### config.mk
export PLATFORM = sky130hd
export DESIGN_NAME = brms_bus_ctrl
export DESIGN_NICKNAME = d
export VERILOG_FILES = /design/src/hw/brms_pkg.sv /design/src/hw/brms_clk_if.sv /design/src/hw/brms_bus_ctrl.sv /design/src/hw/brms_clk_div.sv
export SDC_FILE = /design/constraint.sdc
export NUM_CORES = 1
export LEC_CHECK = 0
export BUFFER_PORTS_ARGS = -buffer_cell sky130_fd_sc_hd__buf_2
export CAP_MARGIN = 20
export CORE_MARGIN = 5
export CORE_UTILIZATION = 47
export DETAILED_ROUTE_END_ITERATION = 8
export PLACE_DENSITY = 0.76
export SYNTH_ARGS = -nofsm -noshare
export SYNTH_HDL_FRONTEND = slang
export SYNTH_HIERARCHICAL = 1
export SYNTH_SLANG_ARGS = --single-unit
### constraint.sdc
create_clock -name clk -period 1.6 [get_ports clk]
set_input_delay 0 -clock clk [delete_from_list [all_inputs] [get_ports clk]]
set_output_delay 0 -clock clk [all_outputs]
set_load 0.02 [all_outputs]
### src/hw/brms_pkg.sv
package brms_pkg;
    localparam int unsigned CLK_HZ          = 10000000;
    localparam int unsigned ADDR_W          = 20;
    localparam int unsigned DATA_W          = 16;
    localparam int unsigned UPPER_W         = 4;
    localparam int unsigned STATUS_W        = 3;
    localparam int unsigned MIN_BUS_STATES  = 4;
    localparam int unsigned RST_DRIVE_TICKS = 1;
    localparam logic [2:0]  STATUS_IDLE     = 3'h7;
    localparam logic [2:0]  STATUS_READ     = 3'h5;
    localparam logic [2:0]  STATUS_WRITE    = 3'h6;
    typedef enum logic [1:0] {
        BRMS_RST_DRIVE,
        BRMS_RST_FLOAT,
        BRMS_RUN
    } brms_rst_state_t;
    typedef enum logic [2:0] {
        BRMS_T_IDLE,
        BRMS_T1,
        BRMS_T2,
        BRMS_T3,
        BRMS_TW,
        BRMS_T4,
        BRMS_HOLD
    } brms_bus_state_t;
endpackage

### src/hw/brms_clk_if.sv
`timescale 1ns/10ps
interface brms_clk_if;
    logic tick;
    logic phase;
    modport src (output tick, output phase);
    modport dst (input tick, input phase);
endinterface

### src/hw/brms_bus_ctrl.sv
`timescale 1ns/10ps
module brms_bus_ctrl
    import brms_pkg::*;
#(
    parameter int unsigned AW = brms_pkg::ADDR_W,
    parameter int unsigned DW = brms_pkg::DATA_W
) (
    input  wire logic                          clk,
    input  wire logic                          sys_rst,
    input  wire logic                          req_valid,
    input  wire logic                          req_write,
    input  wire logic [AW-1:0]                 req_addr,
    input  wire logic [DW-1:0]                 req_wdata,
    output logic                               req_ready,
    output logic                               rsp_valid,
    output logic [DW-1:0]                      rsp_rdata,
    input  wire logic                          sync_ready,
    input  wire logic                          async_ready,
    input  wire logic                          bus_hold_req,
    output logic                               bus_grant_ack,
    output logic                               processor_clock_out,
    output logic [DW-1:0]                      muxed_addr_data_o,
    output logic                               muxed_addr_data_oe_n,
    input  wire logic [DW-1:0]                 muxed_addr_data_i,
    output logic [AW-DW-1:0]                   upper_address_o,
    output logic                               upper_address_oe_n,
    output logic                               byte_high_enable_n_o,
    output logic                               byte_high_enable_n_oe_n,
    output logic [brms_pkg::STATUS_W-1:0]      bus_cycle_status_o,
    output logic                               bus_cycle_status_oe_n,
    output logic                               read_strobe_n_o,
    output logic                               write_strobe_n_o,
    output logic                               transceiver_enable_n_o,
    output logic                               strobes_oe_n,
    output logic                               transceiver_direction_o,
    output logic                               transceiver_direction_oe_n,
    output logic                               bus_lock_o,
    output logic                               bus_lock_oe_n,
    output logic                               addr_latch_strobe,
    input  wire logic                          read_or_queue_strap,
    input  wire logic                          upper_mem_select,
    input  wire logic                          lower_mem_select,
    input  wire logic                          test_busy,
    output logic                               strap_pullup_en,
    output logic                               queue_status_mode,
    output logic                               pin_float_test_mode,
    output logic                               extended_mode,
    output logic                               power_save_en,
    output logic                               refresh_en,
    output logic                               coproc_if_en
);
    import brms_pkg::*;

    brms_clk_if ck ();
    brms_clk_div u_div (
        .clk     (clk),
        .sys_rst (sys_rst),
        .ck      (ck)
    );

    brms_rst_state_t rst_r;
    brms_bus_state_t bus_r;
    brms_bus_state_t bus_nxt;
    logic            rst_seen_r;
    logic            clk_out_r;
    logic            qs_strap_r;
    logic            uls_strap_r;
    logic            test_low_r;
    logic            qsm_r;
    logic            float_test_r;
    logic            ext_r;
    logic            write_r;
    logic [AW-1:0]   addr_r;
    logic [DW-1:0]   wdata_r;
    logic [DW-1:0]   rdata_r;
    logic            rsp_r;
    logic            ack_r;
    logic            drive_r;

    wire running  = (rst_r == BRMS_RUN);
    wire tick     = ck.tick & running;
    wire ready_in = sync_ready | async_ready;
    wire in_cycle = (bus_r == BRMS_T1) || (bus_r == BRMS_T2) || (bus_r == BRMS_T3)
                    || (bus_r == BRMS_TW) || (bus_r == BRMS_T4);
    wire data_ph  = (bus_r == BRMS_T2) || (bus_r == BRMS_T3) || (bus_r == BRMS_TW);
    wire end_wait = (bus_r == BRMS_T3 || bus_r == BRMS_TW) && ready_in;
    wire float_n  = ~drive_r | ~running | float_test_r;
    wire qs_busy  = in_cycle;

    // bus cycle sequencing: T1..T4, waits while ready low
    always_comb begin
        bus_nxt = bus_r;
        case (bus_r)
            BRMS_T_IDLE: begin
                if (bus_hold_req) begin
                    bus_nxt = BRMS_HOLD;
                end else if (req_valid) begin
                    bus_nxt = BRMS_T1;
                end
            end
            BRMS_T1: bus_nxt = BRMS_T2;
            BRMS_T2: bus_nxt = BRMS_T3;
            BRMS_T3: bus_nxt = ready_in ? BRMS_T4 : BRMS_TW;
            BRMS_TW: bus_nxt = ready_in ? BRMS_T4 : BRMS_TW;
            BRMS_T4: bus_nxt = BRMS_T_IDLE;
            BRMS_HOLD: bus_nxt = bus_hold_req ? BRMS_HOLD : BRMS_T_IDLE;
            default: bus_nxt = BRMS_T_IDLE;
        endcase
    end

    // reset sequence on the divided clock
    always_ff @(posedge clk) begin
        if (sys_rst) begin
            rst_r      <= BRMS_RST_DRIVE;
            rst_seen_r <= 1'b0;
        end else if (ck.tick) begin
            rst_seen_r <= 1'b1;
            case (rst_r)
                BRMS_RST_DRIVE: rst_r <= BRMS_RST_FLOAT;
                BRMS_RST_FLOAT: rst_r <= BRMS_RUN;
                BRMS_RUN: rst_r <= BRMS_RUN;
                default: rst_r <= BRMS_RUN;
            endcase
        end
    end

    // strap sampling during reset, fixed after release
    always_ff @(posedge clk) begin
        if (sys_rst) begin
            qs_strap_r   <= read_or_queue_strap;
            uls_strap_r  <= ~upper_mem_select & ~lower_mem_select;
            qsm_r        <= 1'b0;
            float_test_r <= 1'b0;
            ext_r        <= 1'b0;
            // first reset cycle starts a fresh low-seen record
            if (rst_r == BRMS_RST_DRIVE) begin
                test_low_r <= test_low_r | ~test_busy;
            end else begin
                test_low_r <= ~test_busy;
            end
        end else if (!running && rst_seen_r && ck.tick) begin
            qsm_r        <= ~qs_strap_r;
            float_test_r <= uls_strap_r;
            ext_r        <= test_low_r & test_busy;
        end
    end

    always_ff @(posedge clk) begin
        if (sys_rst) begin
            clk_out_r <= 1'b0;
        end else begin
            clk_out_r <= ck.phase;
        end
    end

    always_ff @(posedge clk) begin
        if (sys_rst) begin
            bus_r   <= BRMS_T_IDLE;
            write_r <= 1'b0;
            addr_r  <= '0;
            wdata_r <= '0;
            rdata_r <= '0;
            rsp_r   <= 1'b0;
            ack_r   <= 1'b0;
            drive_r <= 1'b1;
        end else begin
            rsp_r <= 1'b0;
            if (tick) begin
                bus_r   <= bus_nxt;
                ack_r   <= (bus_nxt == BRMS_HOLD);
                drive_r <= (bus_nxt != BRMS_HOLD);
                if (bus_r == BRMS_T_IDLE && bus_nxt == BRMS_T1) begin
                    write_r <= req_write;
                    addr_r  <= req_addr;
                    wdata_r <= req_wdata;
                end
                if (end_wait && !write_r) begin
                    rdata_r <= muxed_addr_data_i;
                end
                rsp_r <= (bus_r == BRMS_T4);
            end
        end
    end

    // pins
    always_ff @(posedge clk) begin
        if (sys_rst) begin
            muxed_addr_data_o       <= '0;
            muxed_addr_data_oe_n    <= 1'b1;
            upper_address_o         <= '0;
            upper_address_oe_n      <= 1'b1;
            byte_high_enable_n_o    <= 1'b1;
            byte_high_enable_n_oe_n <= 1'b1;
            transceiver_direction_o <= 1'b0;
            transceiver_direction_oe_n <= 1'b1;
            read_strobe_n_o         <= 1'b1;
            write_strobe_n_o        <= 1'b1;
            transceiver_enable_n_o  <= 1'b1;
            strobes_oe_n            <= 1'b0;
            bus_cycle_status_o      <= STATUS_IDLE;
            bus_cycle_status_oe_n   <= 1'b0;
            bus_lock_o              <= 1'b1;
            bus_lock_oe_n           <= 1'b0;
            addr_latch_strobe       <= 1'b0;
            bus_grant_ack           <= 1'b0;
            strap_pullup_en         <= 1'b1;
        end else begin
            strap_pullup_en <= ~running;
            bus_grant_ack   <= ack_r & running;
            strobes_oe_n    <= (rst_r != BRMS_RST_DRIVE) & float_n;
            bus_cycle_status_oe_n <= (rst_r != BRMS_RST_DRIVE) & float_n;
            bus_lock_oe_n   <= (rst_r != BRMS_RST_DRIVE) & float_n;
            bus_lock_o      <= 1'b1;
            muxed_addr_data_oe_n <= float_n | ~(bus_r == BRMS_T1 || (write_r && data_ph));
            muxed_addr_data_o <= (bus_r == BRMS_T1) ? addr_r[DW-1:0] : wdata_r;
            upper_address_oe_n <= float_n;
            upper_address_o    <= addr_r[AW-1:DW];
            byte_high_enable_n_oe_n <= float_n;
            byte_high_enable_n_o    <= ~in_cycle;
            transceiver_direction_oe_n <= float_n;
            transceiver_direction_o <= ~in_cycle | write_r;
            transceiver_enable_n_o  <= ~data_ph;
            bus_cycle_status_o <= !in_cycle ? STATUS_IDLE
                                : (write_r ? STATUS_WRITE : STATUS_READ);
            if (qsm_r) begin
                addr_latch_strobe <= qs_busy;
                write_strobe_n_o  <= data_ph;
            end else begin
                addr_latch_strobe <= (bus_r == BRMS_T1) & running;
                write_strobe_n_o  <= ~(data_ph & write_r);
            end
            read_strobe_n_o <= ~(data_ph & ~write_r);
        end
    end

    always_ff @(posedge clk) begin
        if (sys_rst) begin
            processor_clock_out <= 1'b0;
            req_ready           <= 1'b0;
            rsp_valid           <= 1'b0;
            rsp_rdata           <= '0;
            queue_status_mode   <= 1'b0;
            pin_float_test_mode <= 1'b0;
            extended_mode       <= 1'b0;
            power_save_en       <= 1'b0;
            refresh_en          <= 1'b0;
            coproc_if_en        <= 1'b0;
        end else begin
            processor_clock_out <= clk_out_r;
            req_ready           <= tick & (bus_r == BRMS_T_IDLE) & ~bus_hold_req;
            rsp_valid           <= rsp_r;
            rsp_rdata           <= rdata_r;
            queue_status_mode   <= qsm_r & running;
            pin_float_test_mode <= float_test_r & running;
            extended_mode       <= ext_r & running;
            power_save_en       <= ext_r & running;
            refresh_en          <= ext_r & running;
            coproc_if_en        <= ext_r & running;
        end
    end
endmodule

### src/hw/brms_clk_div.sv
`timescale 1ns/10ps
module brms_clk_div (
    input  wire logic clk,
    input  wire logic sys_rst,
    brms_clk_if.src   ck
);
    logic phase_r;
    // divide by two: phase toggles each clk, tick on every second edge
    always_ff @(posedge clk) begin
        if (sys_rst) begin
            phase_r <= 1'b0;
        end else begin
            phase_r <= ~phase_r;
        end
    end
    assign ck.phase = phase_r;
    assign ck.tick  = phase_r;
endmodule

## Yosys cells after proc, flatten, opt, wreduce, memory -nomap -nowiden

Cells that the tools add are included.

| word-level totals | value |
|---|---|
| flip-flop bits (word level) | 126 |
| output and inout port bits | 64 |
| word-level logic and storage cells | 118 |

| operators by class | value |
|---|---|
| equal/unequal tests | 10 |
| mux-type cells | 11 |
| bitwise logic cells | 34 |
| reductions and logical operators | 24 |

Operators with widths:

| cell | number |
|---|---|
| $mux 16 | 1 |
| $not 1->1 | 15 |
| $pmux 3 s5 | 1 |
| $and 1x1->1 | 13 |
| $eq 3x3->1 const B | 4 |
| $mux 3 | 3 |
| $logic_or 1x1->1 | 8 |
| $eq 3x1->1 const B | 2 |
| $eq 3x2->1 const B | 2 |
| $logic_and 1x1->1 | 6 |
| $or 1x1->1 | 6 |
| $reduce_or 2->1 | 3 |
| $mux 1 | 4 |
| $mux 2 | 2 |
| $reduce_and 2->1 | 2 |
| $logic_not 3->1 | 1 |
| $ne 3x3->1 const B | 1 |
| $eq 2x2->1 const B | 1 |
| $logic_not 1->1 | 2 |
| $logic_not 2->1 | 1 |
| $reduce_bool 2->1 | 1 |

## Depth between registers and ports, before layout

| logic depth | value |
|---|---|
| depth in word-level cells | 7 |
| gate-level depth with buffers | 8 |
| depth with buffers taken out | 4 |

## Cells and area by module

The synthesis kept the hierarchy.

By module, submodules not included:

| module | times used | cells each | area each (um^2) | seq. area each (um^2) |
|---|---|---|---|---|
| brms_bus_ctrl | 1 | 459 | 4664.5 | 2512.4 |
| brms_clk_div | 1 | 3 | 31.3 | 20.0 |

## Least setup slack after synthesis

Ideal clock, no wire load.

| path | value |
|---|---|
| kind | reg2reg |
| start | register u_div.phase_r, in the netlist u_div/ck.phase |
| end | register addr_r[16] |
| library setup time | 0.123 ns |
| data arrival time | 1.429 ns |
| required time | 1.477 ns |
| path slack | 0.047 ns |
| cell stages (with the launch flop) | 8 |
| cell sequence | dfxtp_1 buf_4 and3b_1 buf_4 nand3_1 a21oi_2 buf_6 mux2_1 |

| on the way | value |
|---|---|
| cells in the longest elaborated chain, start to end | 2 |

RTL lines:

| element | line | RTL |
|---|---|---|
| from (decl) | brms_clk_div.sv:7 | `logic phase_r;` |
| from (signal assigned) | brms_clk_div.sv:13 | `phase_r <= ~phase_r;` |
| $and 1x1->1 | brms_bus_ctrl.sv:81 | `wire tick = ck.tick & running;` |
| $reduce_and 2->1 (no source line) | n/a |  |
| to (signal assigned) | brms_bus_ctrl.sv:174 | `addr_r <= req_addr;` |
| to (decl) | brms_bus_ctrl.sv:73 | `logic [AW-1:0] addr_r;` |

Every way passes these cells.
A chain may end at the register's enable or synchronous reset.

## Worst setup path in the final report

| path | value |
|---|---|
| start | register bus_r[0] |
| end | register wdata_r[4] |

| on the way | value |
|---|---|
| cells in the longest elaborated chain, start to end | 6 |

RTL lines:

| element | line | RTL |
|---|---|---|
| from (decl) | brms_bus_ctrl.sv:62 | `brms_bus_state_t bus_r;` |
| from (signal assigned) | brms_bus_ctrl.sv:169 | `bus_r <= bus_nxt;` |
| $eq 3x2->1, or another cell as far along | brms_bus_ctrl.sv:93 | `case (bus_r)` |
| $reduce_or 2->1 (no source line) or $mux 3 (tied branches) | n/a |  |
| $pmux 3 s5 | brms_bus_ctrl.sv:93 |  |
| $eq 3x1->1 | brms_bus_ctrl.sv:172 | `if (bus_r == BRMS_T_IDLE && bus_nxt == BRMS_T1) begin` |
| $logic_and 1x1->1 * | brms_bus_ctrl.sv:172 |  |
| $reduce_and 2->1 (no source line) * | n/a |  |
| to (signal assigned) | brms_bus_ctrl.sv:175 | `wdata_r <= req_wdata;` |
| to (decl) | brms_bus_ctrl.sv:74 | `logic [DW-1:0] wdata_r;` |

Mark *: on every way between the ends. The rest lies on a longest branch, timed or not.

==> summary.md <==
| Metric | Value |
|---|---|
| Status | `completed` |
| Vias | `3729` |
| Power share of the clock group | `0.511` |
| Netlist cell types | `40` |
| Sw Pwr | `1527 uW` |
| Post-synthesis sequential area ratio | `0.5393` |
| Max Cap Violations | `0` |
| Max Clk Rate | `652.3 MHz` |
| Total CTS buffers | `17` |
| Slew @ Worst Pin | `655.3 ps` |
| Comb power frac | `0.061` |
| Fillers | `699` |
| Sequential cell area | `0.002536 mm2` |
| I/O pin cnt | `127` |
| Post-synth ARST share | `0` |
| Antenna-violating nets left | `0` |
| Cell-internal power | `5896 uW` |
| Tot GR Track Use | `0.1856` |
| Worst r2r dst | `wdata_r[4]$_SDFFE_PP0P_` |
| Clock Skews | `9.452 ps` |
| Die footprint | `0.01209 mm2` |
| Rows | `36` |
| Placed cell areas | `0.005424 mm2` |
| FF-to-FF Start | `bus_r[0]$_SDFFE_PP0P_` |
| Worst setup EP type | `register` |
| Hold EP | `write_r$_SDFFE_PP0P_` |
| Seq cells post-synth | `125` |
| Final Instance Area | `0.006664 mm2` |
| Routed WL | `10730 um` |
| GR Overflow Total | `0` |
| Sw frac | `0.2057` |
| Die W | `110.0 um` |
| Drt first-iter violations | `120` |
| Area growth syn-to-layout | `41.91%` |
| Clock Pin Slew Worst Setup and Hold Paths | `60 ps` |
| Leak Pwr | `0.002745 uW` |
| # clock sinks | `125` |
| Worst reg2reg path depth | `6` |
| Ys flop type | `dfxtp_1` |
| Period Utilization, post-route | `0.9581` |
| Max-slew violations | `0` |
| CP max FO | `13` |
| Final hold vios | `0` |
| Largest net degree at the start of global routing | `76` |
| Synthesized area | `0.004696 mm2` |
| Wire per inst | `13.55 um` |
| Die Span Y | `110.0 um` |
| Top-area cell type share of the netlist area | `0.5201` |
| Post-Syn Instances | `462` |
| Ant diodes | `0` |
| Drc violations | `0` |
| H-Tree Depth | `4` |
| CP Launch Type | `register` |
| Vias/cell | `4.708` |
| Sequential share of power | `0.428` |
| VDD IR-drop max | `654.6 uV` |
| Root Buffer | `clkbuf_8` |
| CTS tree | `done` |
| Hold Path Class | `in2reg` |
| Worst skew pair latency | `510 ps` |
| Nets@finish | `709` |
| Critical path required time | `2030 ps` |
| Total power | `7423 uW` |
| YS warnings | `6` |
| TritonRoute pass-1 iters | `7` |
| Multi-input gate area | `0.001876 mm2` |
| Final setup viols | `0` |
| Slew HR | `0.5631` |
| Final Wtd Congestion | `0.8789` |
| Synth top area cells | `dfxtp_1 (52%), mux2i_1 (11%), nand2b_1 (9.5%)` |
| Min-Delay Path Depth | `5` |
| Total core area | `0.009774 mm2` |
| Starting Density | `0.4804` |
| Number of global-route vias before repair | `3763` |
| Period minus WS final | `1533 ps` |
| Half-perimeter wire length after placement | `6643 um` |
| CP Data Arrival Time | `1970 ps` |
| First-pass GRT wire length | `17320 um` |
| Power Density | `1114 mW/mm2` |
| Post-Syn Area per Cell | `10.16 um2` |
| Post-synth EDFFs | `3` |
| Flop2flop setup slack | `70 ps` |
| Number of port buffers | `124` |
| Clk buf depth | `2` |
| Initial antenna violation count | `0` |
| CP Class | `reg2reg` |
| Hold path start | `req_valid` |
| Layout cell share with drive strength beyond 1 | `0.2822` |
| Synth area leader | `dfxtp_1` |
cell usage in the layout, fill, tap and decap left out, drive strengths merged, types with 4 or more instances in the layout:
master / synthesis / layout
and2: 4 / 4
nor2: 33 / 33
nand2b: 71 / 71
dlygate4sd3: 0 / 59
clkinv: 0 / 4
a21oi: 24 / 24
o21ai: 5 / 5
nor2b: 29 / 29
inv: 6 / 6
dfxtp: 122 / 122
buf: 24 / 143
clkinvlp: 0 / 4
mux2: 4 / 4
mux2i: 51 / 51
nand2: 41 / 41
clkbuf: 15 / 22
cells in the mapped netlist (2+ instances only):
cell type / n
a211oi_1: 3
a21o_1: 2
a21oi_1: 23
and2_1: 4
and3_1: 2
and3b_1: 2
buf_1: 2
buf_12: 4
buf_2: 3
buf_4: 12
buf_6: 3
clkbuf_1: 15
dfxtp_1: 122
edfxtp_1: 3
inv_1: 5
mux2_1: 4
mux2i_1: 51
nand2_1: 41
nand2b_1: 71
nand3_1: 3
nor2_1: 33
nor2b_1: 29
nor3_1: 2
o21ai_0: 4
or2_2: 2
or3_1: 3
kinds of logic after synthesis:
logic type / share of synthesized area
compound gates: 0.05169
buf+inv: 0.06501
simple gates: 0.2249
other cells: 0.0007986
flops: 0.5393
mux: 0.1183
area by class of cell:
cell class	instances	area share
Inverter	6	0.003380
Timing Repair Buffer	203	0.2197
Clock inverter	11	0.02103
Clock buffer	21	0.06891
Tap cell	133	0.02497
Multi-Input combinational cell	293	0.2814
Sequential cell	125	0.3806
per-stage QoR:
stage                     TNS, ps  utilization  hold WS (ps)  setup slack [ps]  std cells
final                           0       0.6818         57.45             67.04        792
after global routing       -43.46       0.6818         58.44            -17.36        792
after CTS                       0       0.6769         33.04             28.74        790
after detailed placement   -26.39       0.5549         179.2            -26.39        699
after global placement          0       0.5549         178.8             81.10        699
after floorplan                 0            -         66.69             47.45        463
worst max-delay path: stages (launching register included):
cell and delay [ps]:
dfxtp_2 390, and3b_2 250, o21ai_2 100, a21oi_4 180
buf_12 160, buf_12 160, mux2i_1 210
metal layers:
metal / track usage / part of all wire
met5: 0 / 0
met4: 0.1086 / 0.029
met3: 0.03993 / 0.054
met2: 0.3224 / 0.51
met1: 0.2077 / 0.40
power by group through the flow:
stage          clock network, uW  registers, uW  logic [uW]
3_5_place_dp                   0           3240         331
5_1_grt                     4030           3180         494
3_3_place_gp                   0           3240         324
4_1_cts                     3870           3180         446
6_report                    3790           3180         452
2_1_floorplan                  0           3260         179
how the worst max path moves through the flow:
stage | start | slack, ps | cells after the start | end
4_1_cts | bus_r[2]$_SDFFE_PP0P_ | 30 | 6 | addr_r[7]$_SDFFE_PP0P_
3_3_place_gp | bus_r[0]$_SDFFE_PP0P_ | 80 | 6 | addr_r[4]$_SDFFE_PP0P_
2_1_floorplan | u_div/ck.phase$_SDFF_PP0_ | 50 | 7 | addr_r[16]$_SDFFE_PP0P_
6_report | bus_r[0]$_SDFFE_PP0P_ | 70 | 6 | wdata_r[4]$_SDFFE_PP0P_
5_1_grt | bus_r[1]$_SDFFE_PP0P_ | -20 | 6 | wdata_r[4]$_SDFFE_PP0P_
3_5_place_dp | bus_r[0]$_SDFFE_PP0P_ | -30 | 6 | addr_r[7]$_SDFFE_PP0P_
sequential cells by signal, summed over array words and instances, names as in the netlist, 2 cells and up:
signal and count:
bus_cycle_status_o 2, upper_address_o 4, rdata_r 16, wdata_r 16
rsp_rdata 16, muxed_addr_data_o 16, bus_r 3, rst_r 2
addr_r 20
what timing repair did:
action,in CTS,in global routing
endpoints found under the setup margin,9,37
pin swaps,0,1
gates cloned,0,1
hold endpoints to repair,63,0
gates resized for setup,2,4
setup buffers,0,1
hold buffers,59,0
(Power assumes the default switching activity.)
